**config.mk**
```make
export PLATFORM = sky130hd
export DESIGN_NAME = vbis_regs
export DESIGN_NICKNAME = d
export VERILOG_FILES = /design/src/hw/vbis_pkg.sv /design/src/hw/vbis_regs.sv
export VERILOG_INCLUDE_DIRS = /design/src /design/src/hw
export SDC_FILE = /design/constraint.sdc
export NUM_CORES = 1
export LEC_CHECK = 0
export ABC_AREA = 1
export CAP_MARGIN = 20
export CORE_MARGIN = 10
export CORE_UTILIZATION = 30
export DETAILED_ROUTE_END_ITERATION = 10
export DONT_BUFFER_PORTS = 1
export GPL_TIMING_DRIVEN = 0
export PLACE_DENSITY_LB_ADDON = 0.12
export RECOVER_POWER = 100
export SKIP_LAST_GASP = 1
export SYNTH_ARGS = -nofsm -noshare
export SYNTH_HDL_FRONTEND = slang
export SYNTH_SLANG_ARGS = --single-unit
```
**constraint.sdc**
```tcl
create_clock -name i_clock -period 3.4 [get_ports i_clock]
set_input_delay 0.68 -clock i_clock [delete_from_list [all_inputs] [get_ports i_clock]]
set_output_delay 0.68 -clock i_clock [all_outputs]
set_load 0.05 [all_outputs]
```
**src/hw/vbis_cfg.svh**
```systemverilog
// vbis_cfg.svh: offsets, field positions, reset values and codes of the slicer register bank
`ifndef VBIS_CFG_SVH
`define VBIS_CFG_SVH

`define VBIS_I2C_ADDR        7'h24
`define VBIS_OFS_OUTCTL3     8'h13
`define VBIS_OFS_GATE_MSBS   8'h17
`define VBIS_OFS_STATUS      8'h1f
`define VBIS_OFS_SETUP       8'h40
`define VBIS_OFS_LINE_FIRST  8'h41
`define VBIS_OFS_LINE_LAST   8'h57
`define VBIS_OFS_SYNC_CODE   8'h58
`define VBIS_OFS_HOFF_LO     8'h59
`define VBIS_OFS_VOFF_LO     8'h5a
`define VBIS_OFS_FIELD_OFS   8'h5b
`define VBIS_OFS_SDID        8'h5e

`define VBIS_RST_OUTCTL3     8'h00
`define VBIS_RST_GATE_MSBS   8'h00
`define VBIS_RST_SETUP       8'h02
`define VBIS_RST_LINE        8'hff
`define VBIS_RST_SYNC_CODE   8'h40
`define VBIS_RST_HOFF_LO     8'h00
`define VBIS_RST_VOFF_LO     8'h00
`define VBIS_RST_FIELD_OFS   8'h80
`define VBIS_RST_SDID        8'h00

`define VBIS_BIT_SFS         4
`define VBIS_BIT_HUNT        4
`define VBIS_BIT_FCE         5
`define VBIS_BIT_HAM         6
`define VBIS_BIT_SLICER_FIELD_RATE_SELECT       7
`define VBIS_BIT_FIELD_INDICATOR_INVERT        7
`define VBIS_BIT_VERT_OFFSET_UPPER       4
`define VBIS_SDID_MASK       8'h3f

`define VBIS_FIRST_LINE      5'h02
`define VBIS_LINE_COUNT      23

`define VBIS_SYNC_TTX        24'h000027
`define VBIS_SYNC_CAPTION    24'h000001
`define VBIS_SYNC_VPS        24'h009951
`define VBIS_SYNC_WSS        24'h1e3c1f

`endif

```
**src/hw/vbis_pkg.sv**
```systemverilog
// vbis_pkg.sv: types of the slicer register bank
package vbis_pkg;

  typedef enum logic [3:0] {
    VBIS_DT_EU_TTX   = 4'h0, VBIS_DT_EU_CAP  = 4'h1, VBIS_DT_PROG_SVC = 4'h2,
    VBIS_DT_WIDE     = 4'h3, VBIS_DT_US_TTX  = 4'h4, VBIS_DT_US_CAP   = 4'h5,
    VBIS_DT_TESTLINE = 4'h6, VBIS_DT_OVERSMP = 4'h7, VBIS_DT_GEN_TEXT = 4'h8,
    VBIS_DT_TC_EU    = 4'h9, VBIS_DT_TC_US   = 4'ha, VBIS_DT_RESERVED = 4'hb,
    VBIS_DT_US_BCAST = 4'hc, VBIS_DT_JP_TEXT = 4'hd, VBIS_DT_FMT_SW   = 4'he,
    VBIS_DT_ACTIVE   = 4'hf
  } vbis_dtype_t;

  typedef struct packed {
    logic capture_ready_flag;
    logic colour_detected;
    logic copy_protect_flag;
    logic slow_time_constant_flag;
    logic white_peak_active;
    logic gain_at_bottom_limit;
    logic gain_at_top_limit;
    logic field_rate_detected;
    logic hv_loop_unlocked;
    logic horizontal_unlocked;
    logic interlace_detected;
  } vbis_status_t;

  typedef struct packed {
    logic [1:0]  slicer_clock_select;
    logic        amplitude_search_stop;
    logic        strict_framing_tolerance;
    logic        parity_check_disable;
    logic        slicer_field_rate_select;
    logic [7:0]  programmable_sync_code;
    logic [10:0] horiz_offset;
    logic [8:0]  vert_offset;
    logic        field_indicator_invert;
    logic [5:0]  slicer_data_identifier_field;
    logic        gate_start_msb;
    logic        gate_stop_msb;
    logic        status_format_select;
  } vbis_cfg_t;

  typedef struct packed {
    vbis_dtype_t line_data_type_code;
    logic [23:0] sync_code;
    logic [4:0]  sync_bits;
    logic        parity_check_on;
  } vbis_line_t;

endpackage

```
**src/hw/vbis_regs.sv**
```systemverilog
// vbis_regs.sv: serial-bus register bank of the vbi slicer and decoder status byte
`timescale 1ns/10ps
`include "vbis_cfg.svh"

// What this block does
// - status bit 0: capture ready when format 0, colour detected when format 1
// - status bit 1: copy protection when format 0, slow time constant when format 1
// - status bit 2 shows the white peak loop active
// - status bits 3 and 4 show gain held at bottom and top limit
// - status bit 5 shows detected field rate, high for 60 hz
// - status bit 6 high when unlocked: hv loop (format 0), horizontal (format 1)
// - status bit 7 high for interlaced input
// - slicer clock select in set-up bits 2..1 resets to 01; others reserved
// - set-up bit 4 stops amplitude searching, default searching
// - set-up bit 5 set allows only error-free framing codes
// - set-up bit 6 clear enables parity check of two bytes after framing code
// - set-up bit 7 selects 50 hz or 60 hz slicer field rate
// - twenty-three line registers for lines 2 to 24 hold two type codes
// - four-bit data type codes decode per table, active video default
// - fixed framing codes per data type; some types use none
// - field-offset bit swaps which nibble applies to which field
// - programmable framing code register resets to 40h
// - horizontal offset is 11 bits: three upper bits plus low byte
// - vertical offset is 9 bits: upper bit plus low byte
// - field-offset bit 7 inverts the field indicator, default inverted
// - six-bit data identifier resets to zero
// - output control bit 4 selects the status byte format
module vbis_regs #(
  parameter logic [6:0] DEV_ADDR = `VBIS_I2C_ADDR
) (
  input  wire logic                 i_clock,
  input  wire logic                 i_rstn,
  input  wire logic                 i_scl,
  input  wire logic                 i_sda,
  output logic                      o_sda,
  output logic                      o_sda_oe,
  input  wire vbis_pkg::vbis_status_t i_status,
  input  wire logic [4:0]           i_line_number,
  input  wire logic                 i_field_two,
  output vbis_pkg::vbis_cfg_t       o_cfg,
  output vbis_pkg::vbis_line_t      o_line,
  output logic                      o_field_id
);

  typedef enum logic [7:0] {
    VBIS_ST_IDLE = 8'h01,
    VBIS_ST_ADDR = 8'h02,
    VBIS_ST_AACK = 8'h04,
    VBIS_ST_SUB  = 8'h08,
    VBIS_ST_WACK = 8'h10,
    VBIS_ST_WRB  = 8'h20,
    VBIS_ST_RDB  = 8'h40,
    VBIS_ST_MACK = 8'h80
  } vbis_state_t;

  // pin synchronisers and edge history
  logic [1:0] scl_sync_q;
  logic [1:0] sda_sync_q;
  logic       scl_prev_q;
  logic       sda_prev_q;
  logic       scl_s;
  logic       sda_s;
  logic       scl_rise;
  logic       scl_fall;
  logic       bus_start;
  logic       bus_stop;

  // serial engine
  vbis_state_t st_q,   st_d;
  logic [2:0]  bit_q,  bit_d;
  logic        got8_q, got8_d;
  logic [7:0]  sh_q,   sh_d;
  logic [7:0]  ptr_q,  ptr_d;
  logic        rd_q,   rd_d;
  logic        nack_q, nack_d;
  logic        oe_q,   oe_d;
  logic        wr_en;
  logic [7:0]  rdata;

  // register storage
  logic [7:0] outctl3_q,  outctl3_d;
  logic [7:0] gate_q,     gate_d;
  logic [7:0] setup_q,    setup_d;
  logic [7:0] line_q      [`VBIS_LINE_COUNT];
  logic [7:0] line_d      [`VBIS_LINE_COUNT];
  logic [7:0] sync_q,     sync_d;
  logic [7:0] hoff_q,     hoff_d;
  logic [7:0] voff_q,     voff_d;
  logic [7:0] fofs_q,     fofs_d;
  logic [7:0] sdid_q,     sdid_d;

  // slicer outputs
  vbis_pkg::vbis_line_t line_cfg_q, line_cfg_d;
  logic                 fid_q,      fid_d;

  assign scl_s     = scl_sync_q[1];
  assign sda_s     = sda_sync_q[1];
  assign scl_rise  = scl_s & ~scl_prev_q;
  assign scl_fall  = ~scl_s & scl_prev_q;
  assign bus_start = scl_s & scl_prev_q & sda_prev_q & ~sda_s;
  assign bus_stop  = scl_s & scl_prev_q & ~sda_prev_q & sda_s;

  // live status byte, multiplexed by the format select
  function automatic logic [7:0] status_byte(input vbis_pkg::vbis_status_t s,
                                             input logic fmt);
    logic [7:0] b;
    b    = 8'h00;
    b[0] = fmt ? s.colour_detected : s.capture_ready_flag;
    b[1] = fmt ? s.slow_time_constant_flag : s.copy_protect_flag;
    b[2] = s.white_peak_active;
    b[3] = s.gain_at_bottom_limit;
    b[4] = s.gain_at_top_limit;
    b[5] = s.field_rate_detected;
    b[6] = fmt ? s.horizontal_unlocked : s.hv_loop_unlocked;
    b[7] = s.interlace_detected;
    return b;
  endfunction

  function automatic logic in_line_range(input logic [7:0] a);
    return (a >= `VBIS_OFS_LINE_FIRST) && (a <= `VBIS_OFS_LINE_LAST);
  endfunction

  // read multiplexer; unmapped addresses read zero
  always_comb begin
    rdata = 8'h00;
    if (in_line_range(ptr_q)) begin
      rdata = line_q[5'(ptr_q - `VBIS_OFS_LINE_FIRST)];
    end else begin
      case (ptr_q)
        `VBIS_OFS_OUTCTL3:   rdata = outctl3_q;
        `VBIS_OFS_GATE_MSBS: rdata = gate_q;
        `VBIS_OFS_STATUS:    rdata = status_byte(i_status, outctl3_q[`VBIS_BIT_SFS]);
        `VBIS_OFS_SETUP:     rdata = setup_q;
        `VBIS_OFS_SYNC_CODE: rdata = sync_q;
        `VBIS_OFS_HOFF_LO:   rdata = hoff_q;
        `VBIS_OFS_VOFF_LO:   rdata = voff_q;
        `VBIS_OFS_FIELD_OFS: rdata = fofs_q;
        `VBIS_OFS_SDID:      rdata = sdid_q;
        default:             rdata = 8'h00;
      endcase
    end
  end

  // serial engine: sample on scl rise, drive sda after scl fall
  always_comb begin
    st_d   = st_q;
    bit_d  = bit_q;
    got8_d = got8_q;
    sh_d   = sh_q;
    ptr_d  = ptr_q;
    rd_d   = rd_q;
    nack_d = nack_q;
    oe_d   = oe_q;
    wr_en  = 1'b0;
    if (bus_start) begin
      st_d   = VBIS_ST_ADDR;
      bit_d  = 3'h0;
      got8_d = 1'b0;
      oe_d   = 1'b0;
    end else if (bus_stop) begin
      st_d = VBIS_ST_IDLE;
      oe_d = 1'b0;
    end else if (scl_rise) begin
      case (st_q)
        VBIS_ST_ADDR, VBIS_ST_SUB, VBIS_ST_WRB: begin
          sh_d   = {sh_q[6:0], sda_s};
          bit_d  = 3'(bit_q + 3'h1);
          got8_d = (bit_q == 3'h7);
        end
        VBIS_ST_RDB: begin
          bit_d  = 3'(bit_q + 3'h1);
          got8_d = (bit_q == 3'h7);
        end
        VBIS_ST_MACK: nack_d = sda_s;
        default: ;
      endcase
    end else if (scl_fall) begin
      case (st_q)
        VBIS_ST_ADDR: begin
          if (got8_q) begin
            got8_d = 1'b0;
            if (sh_q[7:1] == DEV_ADDR) begin
              rd_d = sh_q[0];
              oe_d = 1'b1;
              st_d = VBIS_ST_AACK;
            end else begin
              st_d = VBIS_ST_IDLE;
            end
          end
        end
        VBIS_ST_AACK: begin
          bit_d = 3'h0;
          if (rd_q) begin
            sh_d = rdata;
            oe_d = ~rdata[7];
            st_d = VBIS_ST_RDB;
          end else begin
            oe_d = 1'b0;
            st_d = VBIS_ST_SUB;
          end
        end
        VBIS_ST_SUB: begin
          if (got8_q) begin
            got8_d = 1'b0;
            ptr_d  = sh_q;
            oe_d   = 1'b1;
            st_d   = VBIS_ST_WACK;
          end
        end
        VBIS_ST_WRB: begin
          if (got8_q) begin
            got8_d = 1'b0;
            wr_en  = 1'b1;
            ptr_d  = 8'(ptr_q + 8'h01);
            oe_d   = 1'b1;
            st_d   = VBIS_ST_WACK;
          end
        end
        VBIS_ST_WACK: begin
          bit_d = 3'h0;
          oe_d  = 1'b0;
          st_d  = VBIS_ST_WRB;
        end
        VBIS_ST_RDB: begin
          if (got8_q) begin
            got8_d = 1'b0;
            oe_d   = 1'b0;
            ptr_d  = 8'(ptr_q + 8'h01);
            st_d   = VBIS_ST_MACK;
          end else begin
            sh_d = {sh_q[6:0], 1'b0};
            oe_d = ~sh_q[6];
          end
        end
        VBIS_ST_MACK: begin
          bit_d = 3'h0;
          if (nack_q) begin
            st_d = VBIS_ST_IDLE;
          end else begin
            sh_d = rdata;
            oe_d = ~rdata[7];
            st_d = VBIS_ST_RDB;
          end
        end
        default: ;
      endcase
    end
  end

  // register writes; the status address has no storage
  always_comb begin
    outctl3_d = outctl3_q;
    gate_d    = gate_q;
    setup_d   = setup_q;
    sync_d    = sync_q;
    hoff_d    = hoff_q;
    voff_d    = voff_q;
    fofs_d    = fofs_q;
    sdid_d    = sdid_q;
    for (int i = 0; i < `VBIS_LINE_COUNT; i++) begin
      line_d[i] = line_q[i];
    end
    if (wr_en) begin
      if (in_line_range(ptr_q)) begin
        line_d[5'(ptr_q - `VBIS_OFS_LINE_FIRST)] = sh_q;
      end else begin
        case (ptr_q)
          `VBIS_OFS_OUTCTL3:   outctl3_d = sh_q;
          `VBIS_OFS_GATE_MSBS: gate_d    = sh_q;
          `VBIS_OFS_SETUP:     setup_d   = sh_q;
          `VBIS_OFS_SYNC_CODE: sync_d    = sh_q;
          `VBIS_OFS_HOFF_LO:   hoff_d    = sh_q;
          `VBIS_OFS_VOFF_LO:   voff_d    = sh_q;
          `VBIS_OFS_FIELD_OFS: fofs_d    = sh_q;
          `VBIS_OFS_SDID:      sdid_d    = sh_q & `VBIS_SDID_MASK;
          default: ;
        endcase
      end
    end
  end

  // per-line slicer set-up for the line being decoded
  always_comb begin
    logic [7:0]            lreg;
    logic                  upper;
    vbis_pkg::vbis_dtype_t dt;
    lreg  = `VBIS_RST_LINE;
    dt    = vbis_pkg::VBIS_DT_ACTIVE;
    upper = (i_field_two == fofs_q[`VBIS_BIT_FIELD_INDICATOR_INVERT]);
    if ((i_line_number >= `VBIS_FIRST_LINE) &&
        (i_line_number < 5'(`VBIS_FIRST_LINE + 5'(`VBIS_LINE_COUNT)))) begin
      lreg = line_q[5'(i_line_number - `VBIS_FIRST_LINE)];
    end
    dt = vbis_pkg::vbis_dtype_t'(upper ? lreg[7:4] : lreg[3:0]);
    line_cfg_d.line_data_type_code = dt;
    line_cfg_d.parity_check_on     = ~setup_q[`VBIS_BIT_HAM];
    case (dt)
      vbis_pkg::VBIS_DT_EU_TTX, vbis_pkg::VBIS_DT_US_TTX: begin
        line_cfg_d.sync_code = `VBIS_SYNC_TTX;
        line_cfg_d.sync_bits = 5'd8;
      end
      vbis_pkg::VBIS_DT_EU_CAP, vbis_pkg::VBIS_DT_US_CAP: begin
        line_cfg_d.sync_code = `VBIS_SYNC_CAPTION;
        line_cfg_d.sync_bits = 5'd3;
      end
      vbis_pkg::VBIS_DT_PROG_SVC: begin
        line_cfg_d.sync_code = `VBIS_SYNC_VPS;
        line_cfg_d.sync_bits = 5'd16;
      end
      vbis_pkg::VBIS_DT_WIDE: begin
        line_cfg_d.sync_code = `VBIS_SYNC_WSS;
        line_cfg_d.sync_bits = 5'd24;
      end
      vbis_pkg::VBIS_DT_GEN_TEXT, vbis_pkg::VBIS_DT_TC_EU, vbis_pkg::VBIS_DT_TC_US,
      vbis_pkg::VBIS_DT_JP_TEXT, vbis_pkg::VBIS_DT_FMT_SW: begin
        line_cfg_d.sync_code = {16'h0000, sync_q};
        line_cfg_d.sync_bits = 5'd8;
      end
      default: begin
        line_cfg_d.sync_code = 24'h000000;
        line_cfg_d.sync_bits = 5'd0;
      end
    endcase
    fid_d = i_field_two ^ fofs_q[`VBIS_BIT_FIELD_INDICATOR_INVERT];
  end

  always_ff @(posedge i_clock) begin
    scl_sync_q <= {scl_sync_q[0], i_scl};
    sda_sync_q <= {sda_sync_q[0], i_sda};
    if (!i_rstn) begin
      scl_prev_q <= 1'b1;
      sda_prev_q <= 1'b1;
      st_q       <= VBIS_ST_IDLE;
      bit_q      <= 3'h0;
      got8_q     <= 1'b0;
      sh_q       <= 8'h00;
      ptr_q      <= 8'h00;
      rd_q       <= 1'b0;
      nack_q     <= 1'b0;
      oe_q       <= 1'b0;
      outctl3_q  <= `VBIS_RST_OUTCTL3;
      gate_q     <= `VBIS_RST_GATE_MSBS;
      setup_q    <= `VBIS_RST_SETUP;
      sync_q     <= `VBIS_RST_SYNC_CODE;
      hoff_q     <= `VBIS_RST_HOFF_LO;
      voff_q     <= `VBIS_RST_VOFF_LO;
      fofs_q     <= `VBIS_RST_FIELD_OFS;
      sdid_q     <= `VBIS_RST_SDID;
      for (int i = 0; i < `VBIS_LINE_COUNT; i++) begin
        line_q[i] <= `VBIS_RST_LINE;
      end
      line_cfg_q <= '0;
      fid_q      <= 1'b0;
    end else begin
      scl_prev_q <= scl_s;
      sda_prev_q <= sda_s;
      st_q       <= st_d;
      bit_q      <= bit_d;
      got8_q     <= got8_d;
      sh_q       <= sh_d;
      ptr_q      <= ptr_d;
      rd_q       <= rd_d;
      nack_q     <= nack_d;
      oe_q       <= oe_d;
      outctl3_q  <= outctl3_d;
      gate_q     <= gate_d;
      setup_q    <= setup_d;
      sync_q     <= sync_d;
      hoff_q     <= hoff_d;
      voff_q     <= voff_d;
      fofs_q     <= fofs_d;
      sdid_q     <= sdid_d;
      for (int i = 0; i < `VBIS_LINE_COUNT; i++) begin
        line_q[i] <= line_d[i];
      end
      line_cfg_q <= line_cfg_d;
      fid_q      <= fid_d;
    end
  end

  // configuration fields straight from register flops
  always_comb begin
    o_cfg.slicer_clock_select          = setup_q[2:1];
    o_cfg.amplitude_search_stop        = setup_q[`VBIS_BIT_HUNT];
    o_cfg.strict_framing_tolerance     = setup_q[`VBIS_BIT_FCE];
    o_cfg.parity_check_disable         = setup_q[`VBIS_BIT_HAM];
    o_cfg.slicer_field_rate_select     = setup_q[`VBIS_BIT_SLICER_FIELD_RATE_SELECT];
    o_cfg.programmable_sync_code       = sync_q;
    o_cfg.horiz_offset                 = {fofs_q[2:0], hoff_q};
    o_cfg.vert_offset                  = {fofs_q[`VBIS_BIT_VERT_OFFSET_UPPER], voff_q};
    o_cfg.field_indicator_invert       = fofs_q[`VBIS_BIT_FIELD_INDICATOR_INVERT];
    o_cfg.slicer_data_identifier_field = sdid_q[5:0];
    o_cfg.gate_start_msb               = gate_q[0];
    o_cfg.gate_stop_msb                = gate_q[1];
    o_cfg.status_format_select         = outctl3_q[`VBIS_BIT_SFS];
  end
  assign o_sda      = 1'b0;
  assign o_sda_oe   = oe_q;
  assign o_line     = line_cfg_q;
  assign o_field_id = fid_q;

endmodule

```
== Word-level counts from Yosys, hierarchy flattened ==
Memory sizes are Yosys's and may differ from the RTL's.
Index checks and enable logic that the tools add are counted.

* Register bits: 134
* RAM bits: 184
* Output and inout bits: 81
* Logic and storage cells: 245
* Memories: 1

* $add $sub $neg: 4
* Order comparisons: 6
* Equal/unequal tests: 46
* Multiplexer cells: 80
* Bitwise logic cells: 44
* Reduce and logical (&&, ||, !) cells: 38

{| class="wikitable"
|+ Memory list
! name !! words !! width !! rd ports !! clocked after memory_dff !! write ports !! RTL line !! RTL
|-
| line_q || 23 || 8 || 25 || 0 || 23 || vbis_regs.sv:84 || <nowiki>logic [7:0] line_q [`VBIS_LINE_COUNT];</nowiki>
|}

{| class="wikitable"
|+ Operators with widths
! kind !! number
|-
| 184-bit two-way mux || 2
|-
| 8-bit two-way mux || 37
|-
| 184-bit bitwise mux || 1
|-
| 26-bit one-hot mux with 5 select lines || 1
|-
| 8-bit one-hot mux with 9 select lines || 1
|-
| 8-bit by 7-bit equality test with 1-bit output, second input constant || 7
|-
| 8-bit one-hot mux with 6 select lines || 1
|-
| 8-bit demux with 5-bit select || 1
|-
| 8-bit by 5-bit equality test with 1-bit output, second input constant || 4
|-
| 8-bit one-hot mux with 3 select lines || 1
|-
| 3-bit AND reduction || 8
|-
| 1-bit bitwise OR || 23
|-
| 1-bit two-way mux || 21
|-
| 7-bit AND reduction || 3
|-
| 4-bit equality test, second input constant || 5
|-
| 8-bit one-hot mux with 2 select lines || 1
|-
| 3-bit two-way mux || 5
|-
| 7-bit two-way mux || 2
|-
| 2-bit inequality test, second input constant || 7
|-
| 1-bit inverter || 12
|-
| 4-bit AND reduction || 3
|-
| 6-bit AND reduction || 2
|-
| 2-bit OR reduction || 5
|-
| 3-bit inequality test, second input constant || 3
|-
| other kinds (42) || 62
|}

== Logic depth before layout (Yosys ltp) ==
* Depth after elaboration: 10
* Depth in mapped cells: 19

== Worst setup path after synthesis ==
Ideal clock, no wire load.

* Path kind: input port to flip-flop
* Start: in i_line_number[1]
* End: reg line_cfg_q, in the netlist o_line[10]
* Setup time: 0.114 ns
* Data arrival time: 2.815 ns
* Required time: 3.286 ns
* Slack: 0.472 ns
* Stages: 19
* Path through: inv_2 -> clkbuf_1 -> ha_1 -> buf_2 -> inv_1 -> buf_2 -> nand3_1 -> nand2_1 -> nand2_1 -> nand3_1 -> nand2_1 -> nand2_1 -> nand2_1 -> nand2_1 -> nor2_1 -> nor2_1 -> nand3_1 -> nand2_2 -> nor2_1

* Longest elaborated chain between the ends: 7

{| class="wikitable"
|+ RTL lines
! item !! RTL line !! RTL
|-
| start: declaration || vbis_regs.sv:38 || <nowiki>input wire logic [4:0] i_line_number,</nowiki>
|-
| 5-bit by 2-bit subtractor with 5-bit output (no line), or another cell as far along || -- ||
|-
| memory 23 x 8 bit or 1-bit logical AND (tied branches) || -- ||
|-
| 8-bit two-way mux * || vbis_regs.sv:290 || <nowiki>if ((i_line_number >= `VBIS_FIRST_LINE) &&</nowiki>
|-
| 4-bit two-way mux * || vbis_regs.sv:294 || <nowiki>dt = vbis_pkg::vbis_dtype_t'(upper ? lreg[7:4] : lreg[3:0]);</nowiki>
|-
| 4-bit equality test, or another cell as far along || vbis_regs.sv:297 || <nowiki>case (dt)</nowiki>
|-
| 5-bit OR reduction or 2-bit OR reduction (tied branches) || vbis_regs.sv:297 ||
|-
| 26-bit one-hot mux with 5 select lines * || vbis_regs.sv:297 ||
|-
| end signal: assignment || vbis_regs.sv:376 || <nowiki>line_cfg_q <= line_cfg_d;</nowiki>
|-
| end: declaration || vbis_regs.sv:93 || <nowiki>vbis_pkg::vbis_line_t line_cfg_q, line_cfg_d;</nowiki>
|}

Mark *: on every way between the ends. The rest lies on a longest branch, timed or not.
A chain may end at the register's enable or synchronous reset.

== Worst setup path in the final report ==
* Start: reg ptr_q[0]
* End: reg sh_q[7]

* Longest elaborated chain between the ends: 7

{| class="wikitable"
|+ RTL lines
! item !! RTL line !! RTL
|-
| start: declaration || vbis_regs.sv:73 || <nowiki>logic [7:0] ptr_q, ptr_d;</nowiki>
|-
| start signal: assignment || vbis_regs.sv:361 || <nowiki>ptr_q <= ptr_d;</nowiki>
|-
| 5-bit by 1-bit subtractor with 5-bit output (no line), or another cell as far along || -- ||
|-
| memory 23 x 8 bit, or another cell as far along || -- ||
|-
| 8-bit two-way mux * || vbis_regs.sv:126 || <nowiki>if (in_line_range(ptr_q)) begin</nowiki>
|-
| 8-bit two-way mux, on equally long branches || vbis_regs.sv:237, vbis_regs.sv:193 ||
|-
| 8-bit one-hot mux with 3 select lines * || vbis_regs.sv:178 || <nowiki>case (st_q)</nowiki>
|-
| 8-bit two-way mux * || vbis_regs.sv:177 || <nowiki>end else if (scl_fall) begin</nowiki>
|-
| 8-bit two-way mux * || vbis_regs.sv:163 || <nowiki>end else if (scl_rise) begin</nowiki>
|-
| end signal: assignment || vbis_regs.sv:336 || <nowiki>sh_q <= 8'h00;</nowiki>
|-
| end signal: assignment || vbis_regs.sv:360 || <nowiki>sh_q <= sh_d;</nowiki>
|-
| end: declaration || vbis_regs.sv:72 || <nowiki>logic [7:0] sh_q, sh_d;</nowiki>
|}

Mark *: on every way between the ends. The rest lies on a longest branch, timed or not. The select of a mux whose other input is x is not followed.

==> qor.txt <==
Outcome: completed
Drt wl/cell: 25.1 um
Seq cells post-synth: 302
Final setup margin: 0.0486 ns
Setup-failing EPs final: 0
Initial Utilization: 30.3%
Port bufs: 0
Crit-path most repeated cell: nand3_1
Gate power share: 7.2%
Clock insertion delay at the later pin of the skew report: 0.58 ns
Synth Flop Type: dfxtp_1
WP data arrival: 3.86 ns
Synth Area in XOR/XNOR: 0.681%
Die ar.: 62900 um^2
CP required: 3.91 ns
Via density: 5.48
Netlist Area Pre-Place: 16000 um^2
Worst hold slack: 0.145 ns
Unrepaired setup endpoints after global routing: true
Final Hold Viols: 0
Placed inst area: 16900 um^2
HP Class: input pin to flop
Chip width: 251 um
Final Power: 8.35 mW
Met1 Usage GRT: 33.0%
Tcrit/Tclk final: 98.6%
TritonCTS Buffers: 38
Final Util: 34.8%
Worst Tran Pin Value: 1.10 ns
Sw Pwr: 2.20 mW
Dpl ws: -1.21 ns
Post-synth top area share: 37.8%
Clock power share: 49.4%
Pre-antenna DRT Iters: 6
Via count: 17000
CP peak stage delay: 0.41 ns
Commonest cells post-synth: nand2_1, dfxtp_1, inv_1
Iteration-0 DRC Markers: 1867
Final max-slew violation count: 0
Met3 Use GR: 4.77%
Worst-path cell chain: buf_6 > clkinvlp_4 > clkbuf_4 > ha_1 > or2_2 > nand2_8 > inv_2 > clkbuf_4 > buf_4 > nand3_1 > nand3_1 > nand3_1 > nand3_2 > nand2_1 > nand2_1 > a21oi_1
Placed cells: 3015
N_diodes: 0
Simple-gate portion of the synthesized area: 26.3%
Pwr dens: 455 nW/um^2
Final instance area: 18300 um^2
First-pass GRT wire length: 112 mm
Total GRT Usage: 23.6%
Crit Path Max Fanout: 12
Vias in the first global route: 15700
Largest family of logic cells by synthesized area: simple AND/OR/NAND/NOR gates
Compound-Gate Fraction of Synth Area: 22.7%
Netlist cell types: 47
CP max stage cell: dfxtp_1
Clock Skews: 0.0305 ns
Initial antenna violation count: 0
FFs w/ async S/R, synth: 0%
Post-DRT Antenna Nets: 0
Setup TNS: 0 ns
Synth Area in Adders: 0.861%
Io pins: 102
Area delta synth->final: 14.7%
Rows: 84
CP top delay family: simple AND/OR/NAND/NOR gates
Synthesis warning total: 0
Fin crit period: 3.35 ns
DRC: 0
Core footprint: 52700 um^2
Hpwl dp: 57.3 mm
Clock Path Buffers: 3
Most common cell in the netlist: nand2_1
Maximum vdd ir drop: 0.364 mV
Filler cells: 5742
Pin count of the biggest net entering global routing: 16
Detailed Route WL: 77.8 mm
Post-route non-filler standard cell count: 3096
CP Buf/Inv Count: 6
Switching Share: 26.3%
Nets: 2415
Clock tree from TritonCTS: built
Register clock-pin slew on the reported worst setup and hold paths: 0.06 ns
Share of post-route cells with drive strength above 1: 8.80%
Seq/Total Area, Yosys: 37.8%
Reg power frac: 43.4%
Crit Path Class: flop to flop
Leak: 8.94 nW
Synth Area per Inst: 6.89 um^2
Synth area leader: dfxtp_1
Gate Count Post-Synth: 2320
# hold bufs at CTS: 0
Max Clock Freq: 298 MHz
GR peak layer: met2
Maxcap violations: 0
EDFF count, synth: 0
RePlAce Congestion: 1.01
Internal Power: 6.15 mW
Total congestion overflow: 0
Critical path capture point type: flop
Startpoint types: flop
H-tree levels: 2
Clk sink count: 302
Top cells by area, synth: dfxtp_1, nand2_1, o211ai_1, nand3_1, inv_1
Chip height: 251 um
Mux cell area share after synthesis: 0%
Met2 Track Usage GR: 35.6%
Max_slew headroom: 26.7%
Root Driver: clkbuf_16
layout by cell type (no fill, tap or decap), types with 3 or more instances in the layout:
| master | count |
|---|---|
| buf_2 | 48 |
| buf_12 | 5 |
| nor2_1 | 152 |
| a21oi_2 | 3 |
| nor3_4 | 3 |
| nand3_1 | 201 |
| nand2_2 | 9 |
| clkinv_1 | 4 |
| conb_1 | 8 |
| clkbuf_2 | 9 |
| o22ai_1 | 19 |
| a211oi_1 | 60 |
| a221oi_1 | 3 |
| o21ai_0 | 147 |
| dfxtp_1 | 302 |
| buf_6 | 4 |
| a21oi_1 | 106 |
| o32ai_1 | 3 |
| nor4_1 | 3 |
| nand4_1 | 12 |
| clkbuf_8 | 7 |
| ha_1 | 10 |
| nor2_2 | 3 |
| clkbuf_1 | 114 |
| inv_2 | 10 |
| o21ai_2 | 4 |
| bufinv_16 | 3 |
| buf_4 | 30 |
| nor2_4 | 3 |
| nand3_2 | 5 |
| o211ai_1 | 207 |
| nor3_1 | 15 |
| o311ai_0 | 4 |
| clkbuf_16 | 38 |
| clkinv_2 | 5 |
| nand2_1 | 579 |
| a31oi_1 | 10 |
| clkbuf_4 | 5 |
| inv_1 | 227 |
worst register-to-register path, delay by kind of cell, from the launching register on:
family,cells,cell delay [ns]
AO/OA/AOI/OAI,1,0.13
adder cells (fa/ha/maj),1,0.27
buffers and inverters,6,1.14
flip-flops,1,0.41
AND/OR/NAND/NOR,8,1.33
power groups by stage:
stage	sequential (mW)	clock (mW)	combinational [mW]
floorplan	3.70	0	0.364
global route	3.63	4.35	0.636
finish	3.63	4.12	0.601
CTS	3.63	4.22	0.584
global placement	3.70	0	0.581
detailed placement	3.70	0	0.582
final timing paths:
check	startpoint	slack, ns	endpoint	cells past startpoint
worst min register to register	sda_sync_q[0]	0.33	sda_sync_q[1]	0
worst max register to register	ptr_q[0]	0.05	sh_q[7]	16
worst min-delay path	i_scl	0.14	scl_sync_q[0]	0
worst max-delay path	ptr_q[0]	0.05	sh_q[7]	16
metal layers:
metal / part of all wire (%) / wire length, um
met1: 45 / 35000
met2: 43 / 33500
met3: 8.6 / 6690
met4: 3.5 / 2690
met5: 0 / 0
layout make-up:
class / count / area, um^2 / area share (%)
multi-input cells: 1591 / 8160 / 44.5
repair buffers: 18 / 198 / 1.08
flip-flops and latches: 302 / 6050 / 33.0
clock inverters: 12 / 180 / 0.983
inverters: 243 / 920 / 5.02
plain buffers: 189 / 893 / 4.87
clock buffers: 53 / 1080 / 5.88
well taps: 688 / 861 / 4.70
cells by family (layout without fill, tap and decap cells):
logic type               after synthesis  after routing
XOR/XNOR                               6              6
adder cells (fa/ha/maj)               11             11
AND/OR/NAND/NOR                      995            995
flip-flops                           302            302
buffers and inverters                434            515
AO/OA/AOI/OAI                        571            571
other                                  1              8
timing repair:
action,4_1_cts,5_1_grt
pin swaps,8,3
endpoints found under the setup margin,267,42
hold endpoints to repair,0,0
cloned,0,0
buffers inserted,18,0
gates resized for setup,26,21
flip-flops by register name (all words and copies together) (netlist names), 3 cells and up:
signal     cells
bit_q          3
fofs_q         8
gate_q         8
hoff_q         8
line_q       184
o_line        18
outctl3_q      8
ptr_q          8
sdid_q         6
setup_q        8
sh_q           8
st_q           8
sync_q         8
voff_q         8
(Power assumes the default switching activity.)
